File: config.mk
export PLATFORM = sky130hd
export DESIGN_NAME = sardma_top
export DESIGN_NICKNAME = d
export VERILOG_FILES = /design/src/verilog/sardma_pkg.sv /design/src/verilog/sardma_step.sv /design/src/verilog/sardma_top.sv
export VERILOG_INCLUDE_DIRS = /design/src /design/src/verilog
export SDC_FILE = /design/constraint.sdc
export NUM_CORES = 1
export LEC_CHECK = 0
export ABC_CLOCK_PERIOD_IN_PS = 6000
export BUFFER_PORTS_ARGS = -buffer_cell sky130_fd_sc_hd__buf_2
export CAP_MARGIN = 5
export CELL_PAD_IN_SITES_DETAIL_PLACEMENT = 0
export CELL_PAD_IN_SITES_GLOBAL_PLACEMENT = 1
export CORE_MARGIN = 2
export CORE_UTILIZATION = 47
export DETAILED_ROUTE_END_ITERATION = 16
export MAX_ROUTING_LAYER = met4
export PLACE_DENSITY = 0.88
export SLEW_MARGIN = 20
export SYNTH_ARGS = -nofsm -noshare
export SYNTH_HDL_FRONTEND = slang
export SYNTH_SLANG_ARGS = --single-unit
File: constraint.sdc
create_clock -name pclk -period 6 [get_ports pclk]
set_clock_uncertainty 0.05 [all_clocks]
set_input_delay 1.2 -clock pclk [delete_from_list [all_inputs] [get_ports pclk]]
set_output_delay 1.2 -clock pclk [all_outputs]
set_load 0.02 [all_outputs]
File: src/verilog/sardma_consts.svh
// Purpose: constants of the ready-handshake channel sequencer
// Assumes: 50 MHz pclk
// Notes: offsets are byte addresses on APB
`ifndef SARDMA_CONSTS_SVH
`define SARDMA_CONSTS_SVH
`define SARDMA_OFS_CTRL 12'h000
`define SARDMA_OFS_MADDR 12'h004
`define SARDMA_OFS_DADDR 12'h008
`define SARDMA_OFS_STAT 12'h00C
`define SARDMA_OFS_DATA 12'h010
`define SARDMA_CTRL_RST 32'h0000_0000
`define SARDMA_F_START 0
`define SARDMA_F_DIR 1
`define SARDMA_F_DUAL 2
`define SARDMA_F_PORT16 3
`define SARDMA_F_OPSZ 4
`define SARDMA_F_REQUEST_GENERATION_FIELD 6
`define SARDMA_F_MCNT 8
`define SARDMA_F_DCNT 10
`define SARDMA_F_PACK 12
`define SARDMA_RATE_CYC 8'd16
`endif

File: src/verilog/sardma_pkg.sv
// Purpose: types of the ready-handshake channel sequencer
// Assumes: nothing
// Notes: operand and count encodings
package sardma_pkg;
    typedef enum logic [1:0] {
        SARDMA_BYTE = 2'b00,
        SARDMA_WORD = 2'b01,
        SARDMA_LONG = 2'b10
    } sardma_size_type;
    typedef enum logic [1:0] {
        SARDMA_HOLD = 2'b00,
        SARDMA_UP = 2'b01,
        SARDMA_DOWN = 2'b10
    } sardma_count_type;
    typedef struct packed {
        logic lower_byte_strobe_n;
        logic upper_byte_strobe_n;
        logic transfer_complete_strobe_n;
        logic grant_n;
    } sardma_strobe_type;
endpackage

File: src/verilog/sardma_step.sv
// Purpose: address step for one operand
// Assumes: sizes checked legal upstream
// Notes: pure combinational
`timescale 1ns/1ns
module sardma_step (
    input wire logic dual, // Dual addressing
    input wire logic port16, // Peripheral 16-bit port
    input wire logic pack, // Packing done
    input wire sardma_pkg::sardma_size_type opsz, // Operand size
    input wire sardma_pkg::sardma_count_type cnt, // Count direction
    output logic [23:0] step // Signed step, two's complement
);
    import sardma_pkg::*;
    logic [23:0] mag;
    // Single: step per operand; dual: by table
    always_comb begin
        mag = 24'h00_0000;
        if (!dual) begin
            mag = (opsz == SARDMA_WORD) ? 24'h00_0002 : 24'h00_0001;
        end else if (port16) begin
            if (opsz == SARDMA_BYTE) begin
                mag = pack ? 24'h00_0002 : 24'h00_0001;
            end else begin
                mag = (opsz == SARDMA_LONG) ? 24'h00_0004 : 24'h00_0002;
            end
        end else begin
            case (opsz)
                SARDMA_BYTE: mag = 24'h00_0002;
                SARDMA_WORD: mag = 24'h00_0004;
                default: mag = 24'h00_0008;
            endcase
        end
        case (cnt)
            SARDMA_UP: step = mag;
            SARDMA_DOWN: step = 24'(~mag + 24'h00_0001);
            default: step = 24'h00_0000;
        endcase
    end
endmodule // sardma_step

File: src/verilog/sardma_top.sv
// Purpose: single-channel ready-handshake transfer sequencer with APB registers
// Assumes: pclk is the bus clock; half-clock events use a falling-edge retime
// Notes: one operand per start; dual mode alternates memory and device cycles per part
//
// Local design decisions: the placing of the registers and the APB register port.
`timescale 1ns/1ns
`include "sardma_consts.svh"
module sardma_top (
    input wire logic pclk, // Clock
    input wire logic presetn, // Async reset, active low
    input wire logic psel, // APB select
    input wire logic penable, // APB enable
    input wire logic pwrite, // APB write
    input wire logic [11:0] paddr, // APB address
    input wire logic [31:0] pwdata, // APB write data
    output logic [31:0] prdata, // APB read data
    output logic pready, // APB ready
    output logic pslverr, // APB error
    input wire logic req_n, // Peripheral request, pin
    input wire logic peripheral_control_line, // Ready from peripheral, active low
    input wire logic memory_transfer_done_n, // Memory acknowledge, pin
    output logic bus_req, // Bus request to arbiter
    input wire logic bus_grant, // Bus granted, same clock
    output sardma_pkg::sardma_strobe_type strobes, // Handshake strobes
    output logic [23:0] addr, // Cycle address
    output logic rd_nwr // High: read cycle; a memory read except in dual device cycles
);
    import sardma_pkg::*;
    typedef enum logic [2:0] {
        ST_IDLE = 3'b000, ST_BUS = 3'b001, ST_C3 = 3'b011, ST_C5 = 3'b010,
        ST_C7 = 3'b110, ST_C8 = 3'b111
    } sardma_state_type;

    ////////////////////////////////////////////////////////////////////////
    // Pin synchronisers
    logic [2:0] rq_s, rdy_s, dn_s;
    logic req_r, rdy_r, dn_r;
    always_ff @(posedge pclk or negedge presetn) begin
        if (!presetn) begin
            rq_s <= 3'b111;
            rdy_s <= 3'b111;
            dn_s <= 3'b111;
        end else begin
            rq_s <= {rq_s[1:0], req_n};
            rdy_s <= {rdy_s[1:0], peripheral_control_line};
            dn_s <= {dn_s[1:0], memory_transfer_done_n};
        end
    end
    // Level counts once stages two and three agree
    always_ff @(posedge pclk or negedge presetn) begin
        if (!presetn) begin
            req_r <= 1'b0;
            rdy_r <= 1'b0;
            dn_r <= 1'b0;
        end else begin
            if (rq_s[1] == rq_s[2]) req_r <= ~rq_s[2];
            if (rdy_s[1] == rdy_s[2]) rdy_r <= ~rdy_s[2];
            if (dn_s[1] == dn_s[2]) dn_r <= ~dn_s[2];
        end
    end

    ////////////////////////////////////////////////////////////////////////
    // Registers
    logic [31:0] ctrl_r, maddr_r, daddr_r, hold_r;
    logic [15:0] done_cnt_r;
    logic cfg_err_r;
    wire logic start = ctrl_r[`SARDMA_F_START];
    wire logic m2p = ctrl_r[`SARDMA_F_DIR]; // Memory to peripheral
    wire logic dual = ctrl_r[`SARDMA_F_DUAL];
    wire logic port16 = ctrl_r[`SARDMA_F_PORT16];
    wire sardma_size_type opsz = sardma_size_type'(ctrl_r[`SARDMA_F_OPSZ +: 2]);
    wire logic [1:0] request_generation_field = ctrl_r[`SARDMA_F_REQUEST_GENERATION_FIELD +: 2];
    wire sardma_count_type mcnt = sardma_count_type'(ctrl_r[`SARDMA_F_MCNT +: 2]);
    wire sardma_count_type dcnt = sardma_count_type'(ctrl_r[`SARDMA_F_DCNT +: 2]);
    // merging never with a holding address
    wire logic pack = ctrl_r[`SARDMA_F_PACK] && dual && (opsz == SARDMA_BYTE)
        && (dcnt != SARDMA_HOLD) && (mcnt != SARDMA_HOLD);
    wire logic bad_single = !dual && (port16 ? (opsz != SARDMA_WORD) : (opsz != SARDMA_BYTE));
    // no byte on 16-bit port with external requests
    wire logic bad_dual = dual && port16 && (opsz == SARDMA_BYTE) && request_generation_field[1];
    wire logic cfg_bad = bad_single || bad_dual || (opsz == 2'b11) || (mcnt == 2'b11)
        || (dcnt == 2'b11);
    wire logic apb_acc = psel && penable;
    wire logic apb_wr = apb_acc && pwrite;
    wire logic hit = (paddr == `SARDMA_OFS_CTRL) || (paddr == `SARDMA_OFS_MADDR)
        || (paddr == `SARDMA_OFS_DADDR) || (paddr == `SARDMA_OFS_STAT)
        || (paddr == `SARDMA_OFS_DATA);

    ////////////////////////////////////////////////////////////////////////
    // Sequencer state
    sardma_state_type st_r, st_nxt;
    logic [2:0] part_r, nparts; // Part index and count
    logic phase_dev_r; // Dual: device half of a part pair
    logic first_r; // First operand of the run
    logic [7:0] rate_r;
    logic active_r, busy_r;
    logic [23:0] mstep, dstep;
    sardma_step u_mstep (.dual(1'b0), .port16(port16), .pack(1'b0),
        .opsz(dual ? (pack ? SARDMA_WORD : opsz) : opsz), .cnt(mcnt), .step(mstep));
    sardma_step u_dstep (.dual(dual), .port16(port16), .pack(pack), .opsz(opsz),
        .cnt(dcnt), .step(dstep));
    // parts = operand over port size; memory is 16-bit
    always_comb begin
        nparts = 3'd1;
        if (dual && !port16) begin
            nparts = (opsz == SARDMA_LONG) ? 3'd4 : ((opsz == SARDMA_WORD) ? 3'd2 : 3'd1);
        end else if (dual && opsz == SARDMA_LONG) begin
            nparts = 3'd2;
        end
    end
    wire logic auto_ok = (request_generation_field == 2'b01) || ((request_generation_field == 2'b00) && (rate_r == 8'h00))
        || ((request_generation_field == 2'b11) && first_r);
    wire logic want = active_r && (auto_ok || (request_generation_field[1] && req_r));
    // Handshake applies to the device-side cycle only
    wire logic hs_cycle = !dual || phase_dev_r;
    wire logic c3_go = !m2p ? (rdy_r || !hs_cycle) : 1'b1;
    wire logic c5_go = m2p ? (dn_r && (rdy_r || !hs_cycle)) : dn_r;
    always_comb begin
        st_nxt = st_r;
        case (st_r)
            ST_IDLE: if (want) st_nxt = ST_BUS;
            ST_BUS: if (bus_grant) st_nxt = ST_C3;
            // peripheral to memory waits at clock 3 for ready; memory to peripheral goes on
            ST_C3: if (c3_go) st_nxt = ST_C5;
            // wait at clock 5; end on memory done
            ST_C5: if (c5_go) st_nxt = ST_C7;
            // no waits gives C3, C5, C7, C8
            ST_C7: st_nxt = ST_C8;
            ST_C8: st_nxt = ST_IDLE;
            default: st_nxt = ST_IDLE;
        endcase
    end
    wire logic cyc_end = (st_r == ST_C8);
    wire logic last_part = (part_r == 3'(nparts - 3'd1));
    // dual alternates memory and device cycle per part
    wire logic op_end = cyc_end && (!dual || (phase_dev_r && last_part));
    always_ff @(posedge pclk or negedge presetn) begin
        if (!presetn) begin
            st_r <= ST_IDLE;
        end else begin
            st_r <= st_nxt;
        end
    end
    // Part bookkeeping and rate limiter
    always_ff @(posedge pclk or negedge presetn) begin
        if (!presetn) begin
            part_r <= 3'd0;
            phase_dev_r <= 1'b0;
            first_r <= 1'b1;
            rate_r <= 8'h00;
        end else begin
            if (cyc_end && dual) phase_dev_r <= ~phase_dev_r;
            if (cyc_end && dual && phase_dev_r) part_r <= last_part ? 3'd0 : 3'(part_r + 3'd1);
            if (op_end) first_r <= 1'b0;
            else if (start) first_r <= 1'b1;
            if (op_end) rate_r <= `SARDMA_RATE_CYC;
            else if (rate_r != 8'h00) rate_r <= 8'(rate_r - 8'h01);
        end
    end

    ////////////////////////////////////////////////////////////////////////
    // APB registers and addresses
    always_ff @(posedge pclk or negedge presetn) begin
        if (!presetn) begin
            ctrl_r <= `SARDMA_CTRL_RST;
            maddr_r <= 32'h0000_0000;
            daddr_r <= 32'h0000_0000;
            hold_r <= 32'h0000_0000;
            active_r <= 1'b0;
            cfg_err_r <= 1'b0;
            done_cnt_r <= 16'h0000;
        end else begin
            if (apb_wr && paddr == `SARDMA_OFS_CTRL) ctrl_r <= pwdata;
            else ctrl_r[`SARDMA_F_START] <= 1'b0;
            if (apb_wr && paddr == `SARDMA_OFS_DATA) hold_r <= pwdata;
            // Error wins: bad setups never run
            if (start && !active_r) begin
                active_r <= !cfg_bad;
                cfg_err_r <= cfg_bad;
            end else if (op_end) begin
                active_r <= 1'b0;
                done_cnt_r <= 16'(done_cnt_r + 16'h0001);
            end
            if (apb_wr && paddr == `SARDMA_OFS_MADDR) maddr_r <= pwdata;
            else if (cyc_end && (!dual || !phase_dev_r) && (!dual || last_part || 1'b1))
                maddr_r <= {8'h00, 24'(maddr_r[23:0] + (dual ? mstep : mstep))};
            if (apb_wr && paddr == `SARDMA_OFS_DADDR) daddr_r <= pwdata;
            else if (op_end && dual) daddr_r <= {8'h00, 24'(daddr_r[23:0] + dstep)};
        end
    end
    wire logic [23:0] dev_part_addr = 24'(daddr_r[23:0] + {20'h0_0000, part_r, 1'b0});
    wire logic [31:0] stat_w = {14'h0000, done_cnt_r, cfg_err_r, active_r};
    wire logic [31:0] rd_mux = (paddr == `SARDMA_OFS_CTRL) ? ctrl_r :
        (paddr == `SARDMA_OFS_MADDR) ? maddr_r : (paddr == `SARDMA_OFS_DADDR) ? daddr_r :
        (paddr == `SARDMA_OFS_STAT) ? stat_w : hold_r;
    // Zero-wait slave, error on unmapped offsets
    always_ff @(posedge pclk or negedge presetn) begin
        if (!presetn) begin
            prdata <= 32'h0000_0000;
            pready <= 1'b0;
            pslverr <= 1'b0;
        end else begin
            pready <= psel && !penable;
            pslverr <= psel && !penable && !hit;
            prdata <= (psel && !penable && hit) ? rd_mux : 32'h0000_0000;
        end
    end

    ////////////////////////////////////////////////////////////////////////
    // Outputs: grant and strobes
    logic ds_rise, ds_fall_n, dtc_r, grant_n_r;
    logic upper_n, lower_n;
    wire logic in_cyc = (st_r == ST_C3) || (st_r == ST_C5) || (st_r == ST_C7) || (st_r == ST_C8);
    // complete strobe from clock 7, memory to peripheral handshake cycles only; strobes drop a half clock after
    wire logic dtc_nxt = (st_nxt == ST_C7) && m2p && hs_cycle;
    always_ff @(posedge pclk or negedge presetn) begin
        if (!presetn) begin
            bus_req <= 1'b0;
            grant_n_r <= 1'b1;
            addr <= 24'h00_0000;
            rd_nwr <= 1'b1;
            dtc_r <= 1'b0;
            busy_r <= 1'b0;
        end else begin
            bus_req <= (st_nxt != ST_IDLE) && (st_nxt != ST_C8);
            // grant held through waits until the end
            grant_n_r <= !(((st_nxt == ST_C3) || (st_nxt == ST_C5) || (st_nxt == ST_C7))
                && hs_cycle);
            addr <= (dual && phase_dev_r) ? dev_part_addr : maddr_r[23:0];
            rd_nwr <= dual ? (m2p ^ phase_dev_r) : m2p;
            dtc_r <= dtc_nxt;
            busy_r <= in_cyc;
        end
    end
    // byte strobes on the falling edge of clock 5 for peripheral to memory, clock 3 for memory to peripheral
    always_ff @(negedge pclk or negedge presetn) begin
        if (!presetn) begin
            ds_rise <= 1'b0;
        end else begin
            ds_rise <= (st_r == ST_C5) || (st_r == ST_C7) || (m2p && (st_r == ST_C3));
        end
    end
    assign ds_fall_n = !ds_rise;
    wire logic byte_hi = !port16 && !dual && addr[0] == 1'b0;
    assign upper_n = ds_fall_n || (!port16 && !byte_hi && !dual);
    assign lower_n = ds_fall_n || (!port16 && byte_hi);
    // One driver for the whole strobe bundle
    assign strobes = '{lower_byte_strobe_n: lower_n, upper_byte_strobe_n: upper_n,
        transfer_complete_strobe_n: !dtc_r, grant_n: grant_n_r};

    ////////////////////////////////////////////////////////////////////////
    // Checks
    AST_GRANT_HELD: assert property (@(posedge pclk) disable iff (!presetn)
        (st_r == ST_C5) && !c5_go && hs_cycle |=> !strobes.grant_n)
        else $error("grant dropped in wait");
    AST_M2P_BOTH: assert property (@(posedge pclk) disable iff (!presetn)
        (st_r == ST_C5) && m2p && hs_cycle && !(dn_r && rdy_r) |=> st_r == ST_C5)
        else $error("m2p advanced without both");
    AST_P2M_RDY: assert property (@(posedge pclk) disable iff (!presetn)
        (st_r == ST_C3) && !m2p && hs_cycle && !rdy_r |=> st_r == ST_C3)
        else $error("p2m advanced without ready");
    AST_DTC_C7: assert property (@(posedge pclk) disable iff (!presetn)
        (st_r == ST_C5) && c5_go && m2p && hs_cycle |=> strobes.transfer_complete_strobe_n == 1'b0)
        else $error("complete strobe missing");
    AST_FOUR: assert property (@(posedge pclk) disable iff (!presetn)
        (st_r == ST_BUS) && bus_grant ##1 (m2p && c3_go) ##1 c5_go |=> ##1 st_r == ST_C8)
        else $error("cycle not four clocks");
    AST_P2M_END: assert property (@(posedge pclk) disable iff (!presetn)
        (st_r == ST_C5) && !m2p && !dn_r |=> st_r == ST_C5)
        else $error("p2m ended without done");
    AST_CFG: assert property (@(posedge pclk) disable iff (!presetn)
        start && !active_r && bad_single |=> !active_r && cfg_err_r)
        else $error("illegal single accepted");
    AST_DUAL16: assert property (@(posedge pclk) disable iff (!presetn)
        start && !active_r && bad_dual |=> !active_r)
        else $error("illegal dual accepted");
    COV_M2P: cover property (@(posedge pclk) disable iff (!presetn) op_end && m2p);
    COV_P2M: cover property (@(posedge pclk) disable iff (!presetn) op_end && !m2p);
    COV_WAIT: cover property (@(posedge pclk) disable iff (!presetn) (st_r == ST_C5) [*3]);

    // Strobe shape and sequencing checks
    AST_DTC_ONE: assert property (@(posedge pclk) disable iff (!presetn)
        !strobes.transfer_complete_strobe_n |=> strobes.transfer_complete_strobe_n)
        else $error("complete strobe longer than one clock");
    AST_DS_AT_DTC: assert property (@(posedge pclk) disable iff (!presetn)
        !strobes.transfer_complete_strobe_n |-> !(lower_n && upper_n))
        else $error("byte strobes dropped before complete strobe");
    AST_P2M_NODS: assert property (@(posedge pclk) disable iff (!presetn)
        (st_r == ST_C3) && !m2p |-> !ds_rise)
        else $error("p2m byte strobes before ready");
    AST_P2M_DS: assert property (@(posedge pclk) disable iff (!presetn)
        (st_r == ST_C5) |-> ds_rise)
        else $error("byte strobes missing in clock 5");
    AST_GRANT_C3: assert property (@(posedge pclk) disable iff (!presetn)
        (st_r == ST_C3) && hs_cycle |-> !strobes.grant_n)
        else $error("grant missing at clock 3");
    AST_GRANT_IDLE: assert property (@(posedge pclk) disable iff (!presetn)
        (st_r == ST_IDLE) |-> strobes.grant_n)
        else $error("grant active while idle");
    AST_DUAL_ALT: assert property (@(posedge pclk) disable iff (!presetn)
        cyc_end && dual |=> phase_dev_r != $past(phase_dev_r))
        else $error("dual cycles did not alternate");
    AST_SINGLE_UP: assert property (@(posedge pclk) disable iff (!presetn)
        cyc_end && !dual && (mcnt == SARDMA_UP) && !(apb_wr && paddr == `SARDMA_OFS_MADDR)
        |=> maddr_r[23:0] == 24'($past(maddr_r[23:0])
        + ((opsz == SARDMA_WORD) ? 24'h00_0002 : 24'h00_0001)))
        else $error("single memory step wrong");
    COV_DUAL: cover property (@(posedge pclk) disable iff (!presetn) op_end && dual);
    COV_PACK: cover property (@(posedge pclk) disable iff (!presetn) op_end && pack);
endmodule // sardma_top

---- Yosys cells after proc, flatten, opt, wreduce, memory -nomap -nowiden ----
Cells that the tools add are included.
operators by class
  add/sub/neg operators ................... 9
  equality and inequality tests ........... 30
  multiplexer cells ....................... 43
  bitwise logic cells ..................... 9
  reduce and logical (&&, ||, !) cells .... 91
operator list
  operator                                         number
  2-to-1 mux 32 bit                                9
  2-to-1 mux 24 bit                                4
  one-hot mux 24 bit (2 select lines)              2
  adder 24 x 1 -> 24 bit (second input constant)   2
  adder 24 bit                                     2
  NOT 24 bit                                       2
  logical AND 1 bit                                42
  adder 24 x 4 -> 24 bit                           1
  == test 12 x 4 -> 1 bit (second input constant)  2
  2-to-1 mux 3 bit                                 8
  logical OR 1 bit                                 21
  adder 16 x 1 -> 16 bit (second input constant)   1
  2-to-1 mux 8 bit                                 2
  nonzero test 2 bit                               8
  one-hot mux 3 bit (5 select lines)               1
  == test 2 bit (second input constant)            7
  2-to-1 mux 2 bit                                 7
  == test 12 x 3 -> 1 bit (second input constant)  1
  == test 12 x 5 -> 1 bit (second input constant)  1
  == test 3 x 2 -> 1 bit (second input constant)   4
  zero test 1 bit                                  12
  zero test 12 bit                                 1
  == test 2 x 1 -> 1 bit (second input constant)   5
  == test 3 bit (second input constant)            3
  other kinds (18)                                 34
storage, ports and cells
  output and inout port bits .............. 64
  bits in registers ....................... 237

---- Logic depth before layout (Yosys ltp) ----
Gate-level depths: netlist (run 1).
  depth in word-level cells ............... 14
  depth in mapped cells ................... 21
  mapped depth without buffers ............ 21

---- Hierarchy ----
A second synthesis (run 1) with hierarchy kept.
second synthesis, totals
  cells, all modules ...................... 1474
  area total of the unflattened synthesis .. 14231.1 um^2
modules (own cells, without submodules)
  module       area each (um^2)  sequential area each (um^2)  instances  cells each
  sardma_top   13475.4           5945.7                       1          1370
  sardma_step  377.9             0.0                          2          52

==> reports/qor.yml, run 1 <==
status: "completed"
drive_gt1_frac: 0.1802
avgSynthCellArea_um2: 9.445
async_flop_share: 1.000
tightestPinTransition_ps: 1183
dieArea_mm2: 0.03035
h-tree-depth: 1
final_cell_count_no_fill: 1921
clock_path_buffers: 3
worstSetupPathType: "reg2out"
multi_input_comb_area_mm2: 0.007174
critPathTopFamily: "flip-flops"
cp.arrival_ps: 4180
hold_violations: 0
syn_nets: 1568
yosys-top-cells-area: "dfrtp_1 (41%), ha_1 (6.4%), mux2_2 (5.4%)"
grt-ovfl-total: 0
postCtsSetupBuffers: 0
grt_max_degree: 82
fin_nets: 1643
hpwl_um: 27210
cts_root_buffer: "clkbuf_16"
drc: 0
relSlewSlack: 0.2116
path_max_fanout: 2
vias: 11200
syn_inst: 1442
antenna_found_initial: 0
dr.pass1.iters: 5
gr-usage-all-layers: 0.2586
cpPeakStageDelay_ps: 410
ir_drop_mv: 0.1929
yosysSeqAreaShare: 0.4366
cts_inserted_buffers: 26
die_x_um: 174.2
synth-seq-cells: 237
synth.top_cell.area_share: 0.4116
core_mm2: 0.02863
gp_congestion: 0.9688
maxCapViolations: 0
routedWlPerCell_um: 19.91
rsz0062_at_grt: "false"
cts.sinks: 237
critPathLaunch: "ds_rise"
startpoint_type: "flop"
antenna_left: 0
rows: 62
crit_required_ps: 4750
clk_pin_slew_worst_paths_ps: 60
first_global_vias: 10720
final_util: 0.5396
vias_per_cell: 5.830
synth_edf_count: 0
portBuffers: 116
postPlaceCellArea_mm2: 0.01449
hold_slack_ps: 302.4
hold_buffers: 0
insertion_delay_ps: 530
ios: 117
synth_flop_cell: "dfrtp_1"
yosysTopAreaCell: "dfrtp_1"
cts_tree: "done"
syn_to_final_growth_pct: 13.40
synth_most_common_cell: "dfrtp_1"
cp_cell_sequence: "o31ai_1 > buf_2"
diodes: 0
hp-start: "rq_s[0]"
slowest_stage: "dfrtn_1"
synth_area_mm2: 0.01362
final_max_slew_viol_count: 0
cts_resized: 0
ys_top_cells_by_count: "dfrtp_1 (224), nor2_1 (147), nand2_1 (140)"
fin_area_mm2: 0.01544
drt_wl_total_um: 38260
num-fill-cells: 2601
first_iter_violations: 942
synth.distinct_cells: 68
path_buf_inv: 1
setup_viol: 0
tns_ps: 0
r2r-start: "ctrl_r[2]"
die_y_um: 174.2
yosys_warnings: 0
power.density_mw_per_mm2: 237.0
post-place-cells: 1871
p_leak_nw: 7.263
min_path_type: "reg2reg"
end_kind: "primary output"
grt_pass1_wl_um: 60370
seq_area_mm2: 0.005946
initial_core_util: 0.4758
-- cells in the final DEF (no fill, tap or decap), types with 5 or more instances in the layout --
master,synthesis,layout
and3_1,14,13
nand2b_1,5,5
a22o_1,8,8
a31oi_1,9,9
xor2_1,31,31
a22oi_1,8,8
dfstp_2,12,12
mux2i_1,33,33
nand2_1,140,138
a221oi_1,7,7
nor4_1,7,7
o21ai_1,9,9
clkbuf_1,66,6
nor2_1,147,145
clkbuf_16,0,27
o21bai_1,9,9
xnor2_1,53,53
dfrtp_1,224,224
a41oi_1,5,5
or3_1,5,5
a21oi_1,105,105
nor3_1,33,32
nand3_1,34,34
o221ai_1,8,8
mux2_2,65,65
buf_2,13,115
clkinv_2,0,5
o21ai_0,85,85
o21a_1,8,8
a211oi_1,38,38
ha_1,70,70
nor2b_1,15,15
a21o_1,28,28
buf_4,3,20
inv_1,38,38
o211ai_1,5,5
o31ai_1,6,6
nand4_1,24,24
-- power by group --
| group | switching [mW] | total (mW) | internal [mW] |
|---|---|---|---|
| clock | 0.660 | 1.69 | 1.03 |
| combinational | 0.158 | 0.257 | 0.0990 |
| sequential | 0.0512 | 1.71 | 1.66 |
| total | 0.869 | 3.66 | 2.79 |
-- cell families (layout without fill, tap and decap cells) --
group           count (synthesis)  count (layout)  share of synthesized area
compound gates                366             366                     0.1704
xor+xnor                       84              84                    0.05402
fa+ha+maj                      73              73                    0.06872
buf+inv                       130             225                    0.03785
flops                         237             237                     0.4366
mux                           102             102                    0.08130
simple gates                  450             450                     0.1511
-- per-stage QoR --
step           setup slack [ps]  total power, mW
2_1_floorplan              1149            1.882
5_1_grt                   520.4            3.786
3_5_place_dp               1097            1.989
3_3_place_gp               1119            1.983
4_1_cts                   561.7            3.677
6_report                  571.4            3.661
-- final cells by class --
cell class,count,area share
timing repair buffer,138,0.05104
multi-input combinational,1075,0.4645
clock inverter,12,0.01102
clock buffer,36,0.04788
tap,384,0.03111
inverter,39,0.009478
sequential,237,0.3850
-- sequential cells by signal, summed over array words and instances, names as in the netlist, 8 cells and up --
| name | cells |
|---|---|
| ctrl_r | 32 |
| daddr_r | 32 |
| hold_r | 32 |
| maddr_r | 32 |
| prdata | 32 |
| addr | 24 |
| done_cnt_r | 16 |
| rate_r | 8 |
-- worst reg2reg max path, cell delays in order, from the launching register on --
cell	delay [ps]
dfrtp_1	780
nand4_1	270
o211ai_1	170
o211ai_1	120
o21a_1	180
ha_1	280
nand2_1	40
a21boi_0	320
ha_1	300
a21o_1	170
a21oi_2	220
o31ai_2	150
a221o_1	410
a21oi_4	250
o31ai_2	130
and4_1	230
a2111oi_0	390
nand2_1	80
-- layer usage --
| layer | wire, um | track usage | vias to the layer above |
|---|---|---|---|
| met5 | 0 | - | - |
| met3 | 2421 | 0.03500 | 46 |
| met4 | 582 | 0.05147 | 0 |
| li1 | - | - | 5263 |
| met1 | 18490 | 0.3838 | 5563 |
| met2 | 16760 | 0.3795 | 328 |
-- path summary, 6_finish.rpt --
| kind | depth (start not counted) | slack, ps | to |
|---|---|---|---|
| setup / recovery | 2 | 570 | strobes[3] |
| hold / removal | 0 | 300 | rq_s[1] |
| setup reg to reg | 17 | 1330 | daddr_r[23] |
| hold reg to reg | 0 | 300 | rq_s[1] |
| max in group asynchronous | 1 | 2420 | ds_rise |
| min in group asynchronous | 1 | 420 | ctrl_r[4] |
Note: power is estimated with default switching activity, not from simulation.
==> inputs of run 2 (changes only) <==
Settings changed: CORE_MARGIN 2 to default.
==> run 2 against run 1 <==
Setup slack lost 4.1 ps; wire length shrank 0.32%; clock power grew 8%; largest power group is now the clock network; global-route usage grew 1.4 points; non-clock buffer count grew 2; die area shrank 2.3%; first-iteration DRC count grew 14%; flip-flop and latch count is the same; sequential power is essentially flat.
==> reports/qor.yml, run 2 (synthesis gave the netlist of run 1 again) <==
slowest_stage: "dfrtn_1"  # unchanged
clock_path_buffers: 3  # unchanged
antenna_found_initial: 0  # unchanged
hpwl_um: 27070  # was 27210 um
p_leak_nw: 7.297  # was 7.263 nW
insertion_delay_ps: 540  # was 530 ps
final_util: 0.5503  # was 0.5396
portBuffers: 116  # unchanged
final_common_cell: "dfrtp_1"  # unchanged
cts_resized: 0  # unchanged
cts_inserted_buffers: 27  # was 26
hold_buffers: 0  # unchanged
grt_pass1_wl_um: 60240  # was 60370 um
cts_root_buffer: "clkbuf_16"  # unchanged
relSlewSlack: 0.3197  # was 0.2116
vias: 11190  # was 11200
drt_wl_total_um: 38130  # was 38260 um
status: "completed"  # unchanged
dieArea_mm2: 0.02966  # was 0.03035 mm^2
routedWlPerCell_um: 19.87  # was 19.91 um
postPlaceCellArea_mm2: 0.01451  # was 0.01449 mm^2
vias_per_cell: 5.833  # was 5.830
power.density_mw_per_mm2: 243.9  # was 237.0 mW/mm^2
gp_congestion: 0.9394  # was 0.9688
setup_viol: 0  # unchanged
die_x_um: 172.2  # was 174.2 um
maxCapViolations: 0  # unchanged
grt_max_degree: 78  # was 82
startpoint_type: "flop"  # unchanged
postCtsSetupBuffers: 0  # unchanged
initial_core_util: 0.4836  # was 0.4758
cp_cell_sequence: "o31ai_1 > buf_2"  # unchanged
final_cell_count_no_fill: 1919  # was 1921
drive_gt1_frac: 0.1830  # was 0.1802
mostFrequentLayoutCells: "dfrtp_1 (224), nor2_1 (145), nand2_1 (140), buf_2 (115), a21oi_1 (105)"  # was dfrtp_1 (224), nor2_1 (145), nand2_1 (138), buf_2 (115), a21oi_1 (105)
gr-usage-all-layers: 0.2726  # was 0.2586
die_y_um: 172.2  # was 174.2 um
cts.sinks: 237  # unchanged
tns_ps: 0  # unchanged
grt-ovfl-total: 0  # unchanged
crit_required_ps: 4750  # about the same
h-tree-depth: 1  # unchanged
first_global_vias: 10830  # was 10720
fin_nets: 1646  # was 1643
cts_tree: "done"  # unchanged
hold_slack_ps: 305.2  # was 302.4 ps
final_max_slew_viol_count: 0  # unchanged
first_iter_violations: 1074  # was 942
path_max_fanout: 2  # unchanged
total_power_mw: 3.781  # was 3.661 mW
core_mm2: 0.02816  # was 0.02863 mm^2
tightestPinTransition_ps: 1017  # was 1183 ps
drc: 0  # unchanged
ios: 117  # unchanged
hold_violations: 0  # unchanged
end_kind: "primary output"  # unchanged
ir_drop_mv: 0.1939  # was 0.1929 mV
antenna_left: 0  # unchanged
worstSetupPathType: "reg2out"  # unchanged
post-place-cells: 1869  # was 1871
dr.pass1.iters: 5  # unchanged
rsz0062_at_grt: "false"  # unchanged
syn_to_final_growth_pct: 13.79  # was 13.40%
layout_setup_ws_ps: 567.3  # was 571.4 ps
cp.arrival_ps: 4180  # about the same
cpPeakStageDelay_ps: 400  # was 410 ps
place_ws_ps: 1120  # was 1097 ps
rows: 61  # was 62
diodes: 0  # unchanged
min_path_type: "reg2reg"  # unchanged
fin_area_mm2: 0.01550  # was 0.01544 mm^2
clk_pin_slew_worst_paths_ps: 60  # about the same
==> run 2: layout make-up <==
type                       count  area (um^2)
fill                        2530        12670
multi-input combinational   1075         7169
sequential                   237         5946
timing repair buffer         140        770.7
clock buffer                  35        745.7
tap                          378        473.0
clock inverter                15        246.5
inverter                      39        146.4
==> run 2: metal layers <==
metal  track usage  vias to the layer above  part of all wire
met5             -                        -                 0
met4       0.06926                        0             0.019
met1        0.3871                     5479              0.47
met2        0.4027                      382              0.44
met3       0.04692                       55             0.076
li1              -                     5278                 -
==> run 2: power by group <==
part	total [mW]	switching, mW	leakage, nW	internal [mW]
sequential	1.71	0.0484	2.95	1.66
clock	1.82	0.682	0.484	1.14
combinational	0.254	0.158	3.87	0.0957
total	3.78	0.888	7.30	2.89
==> run 2: worst paths after layout <==
| check | from | end | slack [ps] | cells past startpoint |
|---|---|---|---|---|
| max in group asynchronous | presetn | ds_rise | 2020 | 1 |
| setup / recovery | ds_rise | strobes[3] | 570 | 2 |
| hold / removal | rq_s[0] | rq_s[1] | 310 | 0 |
| hold reg to reg | rq_s[0] | rq_s[1] | 310 | 0 |
| setup reg to reg | ctrl_r[5] | daddr_r[20] | 1270 | 18 |
| min in group asynchronous | presetn | bus_req | 590 | 1 |
==> run 2: worst max-delay path, delay by kind of cell, from the launching register on <==
family	cells	cell delay (ps)
AO/OA/AOI/OAI	1	70
buffers and inverters	1	180
flip-flops	1	400
==> inputs of run 3 (changes only) <==
Settings changed: CELL_PAD_IN_SITES_DETAIL_PLACEMENT 0 to default, CELL_PAD_IN_SITES_GLOBAL_PLACEMENT 1 to default, CORE_UTILIZATION 47 to 50, PLACE_DENSITY 0.88 to 0.76.
==> run 3 against run 2 <==
Die area decreased by 5.9%; sequential share of layout area increased by 0.38 points; utilization increased by 2.2 points; largest cell class unchanged; largest power group is now registers.
==> reports/qor.yml, run 3 (synthesis gave the netlist of run 1 again) <==
internal_power_mw: 2.771  # was 2.892 mW
cts_resized: 0  # unchanged
power_frac_comb: 0.070  # was 0.067
cp_cell_sequence: "o31ai_1 > buf_2"  # unchanged
rsz0062_at_grt: "false"  # unchanged
cts.sinks: 237  # unchanged
final_max_slew_viol_count: 0  # unchanged
end_kind: "primary output"  # unchanged
final_util: 0.5725  # was 0.5503
ios: 117  # unchanged
crit_required_ps: 4750  # about the same
worstSetupPathType: "reg2out"  # unchanged
final_common_cell: "dfrtp_1"  # unchanged
hpwl_um: 26340  # was 27070 um
ir_drop_mv: 0.2462  # was 0.1939 mV
cts_inserted_buffers: 27  # unchanged
drt_wl_total_um: 37570  # was 38130 um
fin_nets: 1642  # was 1646
postCtsSetupBuffers: 0  # unchanged
core_mm2: 0.02680  # was 0.02816 mm^2
fin_area_mm2: 0.01534  # was 0.01550 mm^2
cts_root_buffer: "clkbuf_16"  # unchanged
grt_pass1_wl_um: 59820  # was 60240 um
routedWlPerCell_um: 20.02  # was 19.87 um
switching_share: 0.2426  # was 0.2350
slowest_stage: "dfrtn_1"  # unchanged
grt-ovfl-total: 0  # unchanged
p_leak_nw: 7.227  # was 7.297 nW
antenna_found_initial: 0  # unchanged
cp.arrival_ps: 4220  # was 4180 ps
initial_core_util: 0.5082  # was 0.4836
min_path_type: "reg2reg"  # unchanged
mostFrequentLayoutCells: "dfrtp_1 (224), nor2_1 (145), nand2_1 (140), buf_2 (115), a21oi_1 (105)"  # unchanged
first_iter_violations: 1107  # was 1074
diodes: 0  # unchanged
hold_violations: 0  # unchanged
r2r-end: "daddr_r[23]"  # was daddr_r[20]
hp-start: "rq_s[0]"  # unchanged
r2r_cells: 19  # was 18
antenna_left: 0  # unchanged
h-tree-depth: 1  # unchanged
grt_max_degree: 177  # was 78
hold_slack_ps: 305.5  # was 305.2 ps
tns_ps: 0  # unchanged
final_cell_count_no_fill: 1877  # was 1919
power_frac_seq: 0.467  # was 0.451
die_y_um: 167.0  # was 172.2 um
gp_congestion: 0.9388  # was 0.9394
setup_viol: 0  # unchanged
dr.pass1.iters: 5  # unchanged
power.density_mw_per_mm2: 238.4  # was 243.9 mW/mm^2
gr-usage-all-layers: 0.2798  # was 0.2726
whs_path_depth: 0  # unchanged
dieArea_mm2: 0.02790  # was 0.02966 mm^2
cpPeakStageDelay_ps: 410  # was 400 ps
hold_buffers: 0  # unchanged
vias: 11270  # was 11190
path_max_fanout: 2  # unchanged
first_global_vias: 10810  # was 10830
worstHoldEndpoint: "rq_s[1]"  # unchanged
maxCapViolations: 0  # unchanged
r2r-start: "ctrl_r[4]"  # was ctrl_r[5]
clock_path_buffers: 3  # unchanged
relSlewSlack: 0.2369  # was 0.3197
drive_gt1_frac: 0.1764  # was 0.1830
tightestPinTransition_ps: 1145  # was 1017 ps
clock_power_share: 0.463  # was 0.481
portBuffers: 116  # unchanged
clk_pin_slew_worst_paths_ps: 60  # about the same
post-place-cells: 1828  # was 1869
status: "completed"  # unchanged
drc: 0  # unchanged
insertion_delay_ps: 550  # was 540 ps
r2r_slack_ps: 1300  # was 1270 ps
postPlaceCellArea_mm2: 0.01444  # was 0.01451 mm^2
syn_to_final_growth_pct: 12.66  # was 13.79%
p_sw_mw: 0.8874  # was 0.8885 mW
vias_per_cell: 6.006  # was 5.833
cts_tree: "done"  # unchanged
startpoint_type: "flop"  # unchanged
die_x_um: 167.0  # was 172.2 um
rows: 60  # was 61
[run 3: changes by cell type in the layout (fill, tap and decap cells not counted)]
cell	delta
clkbuf_1	+4
clkbuf_8	-3
or2_2	-1
inv_6	-1
buf_12	+1
bufinv_16	-2
and3_1	+1
and3_2	-1
buf_4	-5
clkinv_4	-1
or2_1	+1
clkinvlp_4	+2
[run 3: worst max path at each step]
stage            endpoint  slack, ps     from
2_1_floorplan  strobes[3]       1150  ds_rise
3_3_place_gp   strobes[3]       1110  ds_rise
3_5_place_dp   strobes[3]       1080  ds_rise
4_1_cts        strobes[3]        520  ds_rise
5_1_grt        strobes[3]        500  ds_rise
6_report       strobes[3]        530  ds_rise
[run 3: through the flow]
step,setup slack [ps],power [mW]
final,534.3,3.658
after global routing,497.5,3.789
after CTS,516.1,3.684
after detailed placement,1082,1.992
after global placement,1114,1.983
after floorplan,1149,1.882
[run 3: power groups by stage]
| stage | registers [mW] | clock network (mW) | logic (mW) |
|---|---|---|---|
| 3_5_place_dp | 1.74 | 0 | 0.257 |
| 4_1_cts | 1.71 | 1.72 | 0.258 |
| 5_1_grt | 1.72 | 1.79 | 0.287 |
| 2_1_floorplan | 1.72 | 0 | 0.160 |
| 3_3_place_gp | 1.73 | 0 | 0.249 |
| 6_report | 1.71 | 1.70 | 0.255 |
[run 3: final cells by class]
class | count | area [um^2]
Sequential cell | 237 | 5946
Clock buffer | 36 | 719.4
Tap cell | 341 | 426.7
Timing Repair Buffer | 136 | 753.2
Multi-Input combinational cell | 1075 | 7168
Fill cell | 2322 | 11460
Clock inverter | 13 | 183.9
Inverter | 39 | 146.4
[run 3: critical path: cells and delay by family, from the launching register on]
family / cells / cell delay (ps)
flops: 1 / 410
buf+inv: 1 / 190
compound gates: 1 / 80
[run 3: metal layers]
metal / vias up / part of all wire / global-route usage
li1: 5266 / - / -
met1: 5524 / 0.46 / 0.4043
met2: 438 / 0.45 / 0.4235
met3: 46 / 0.080 / 0.02971
met4: 0 / 0.016 / 0.06200
met5: - / 0 / -
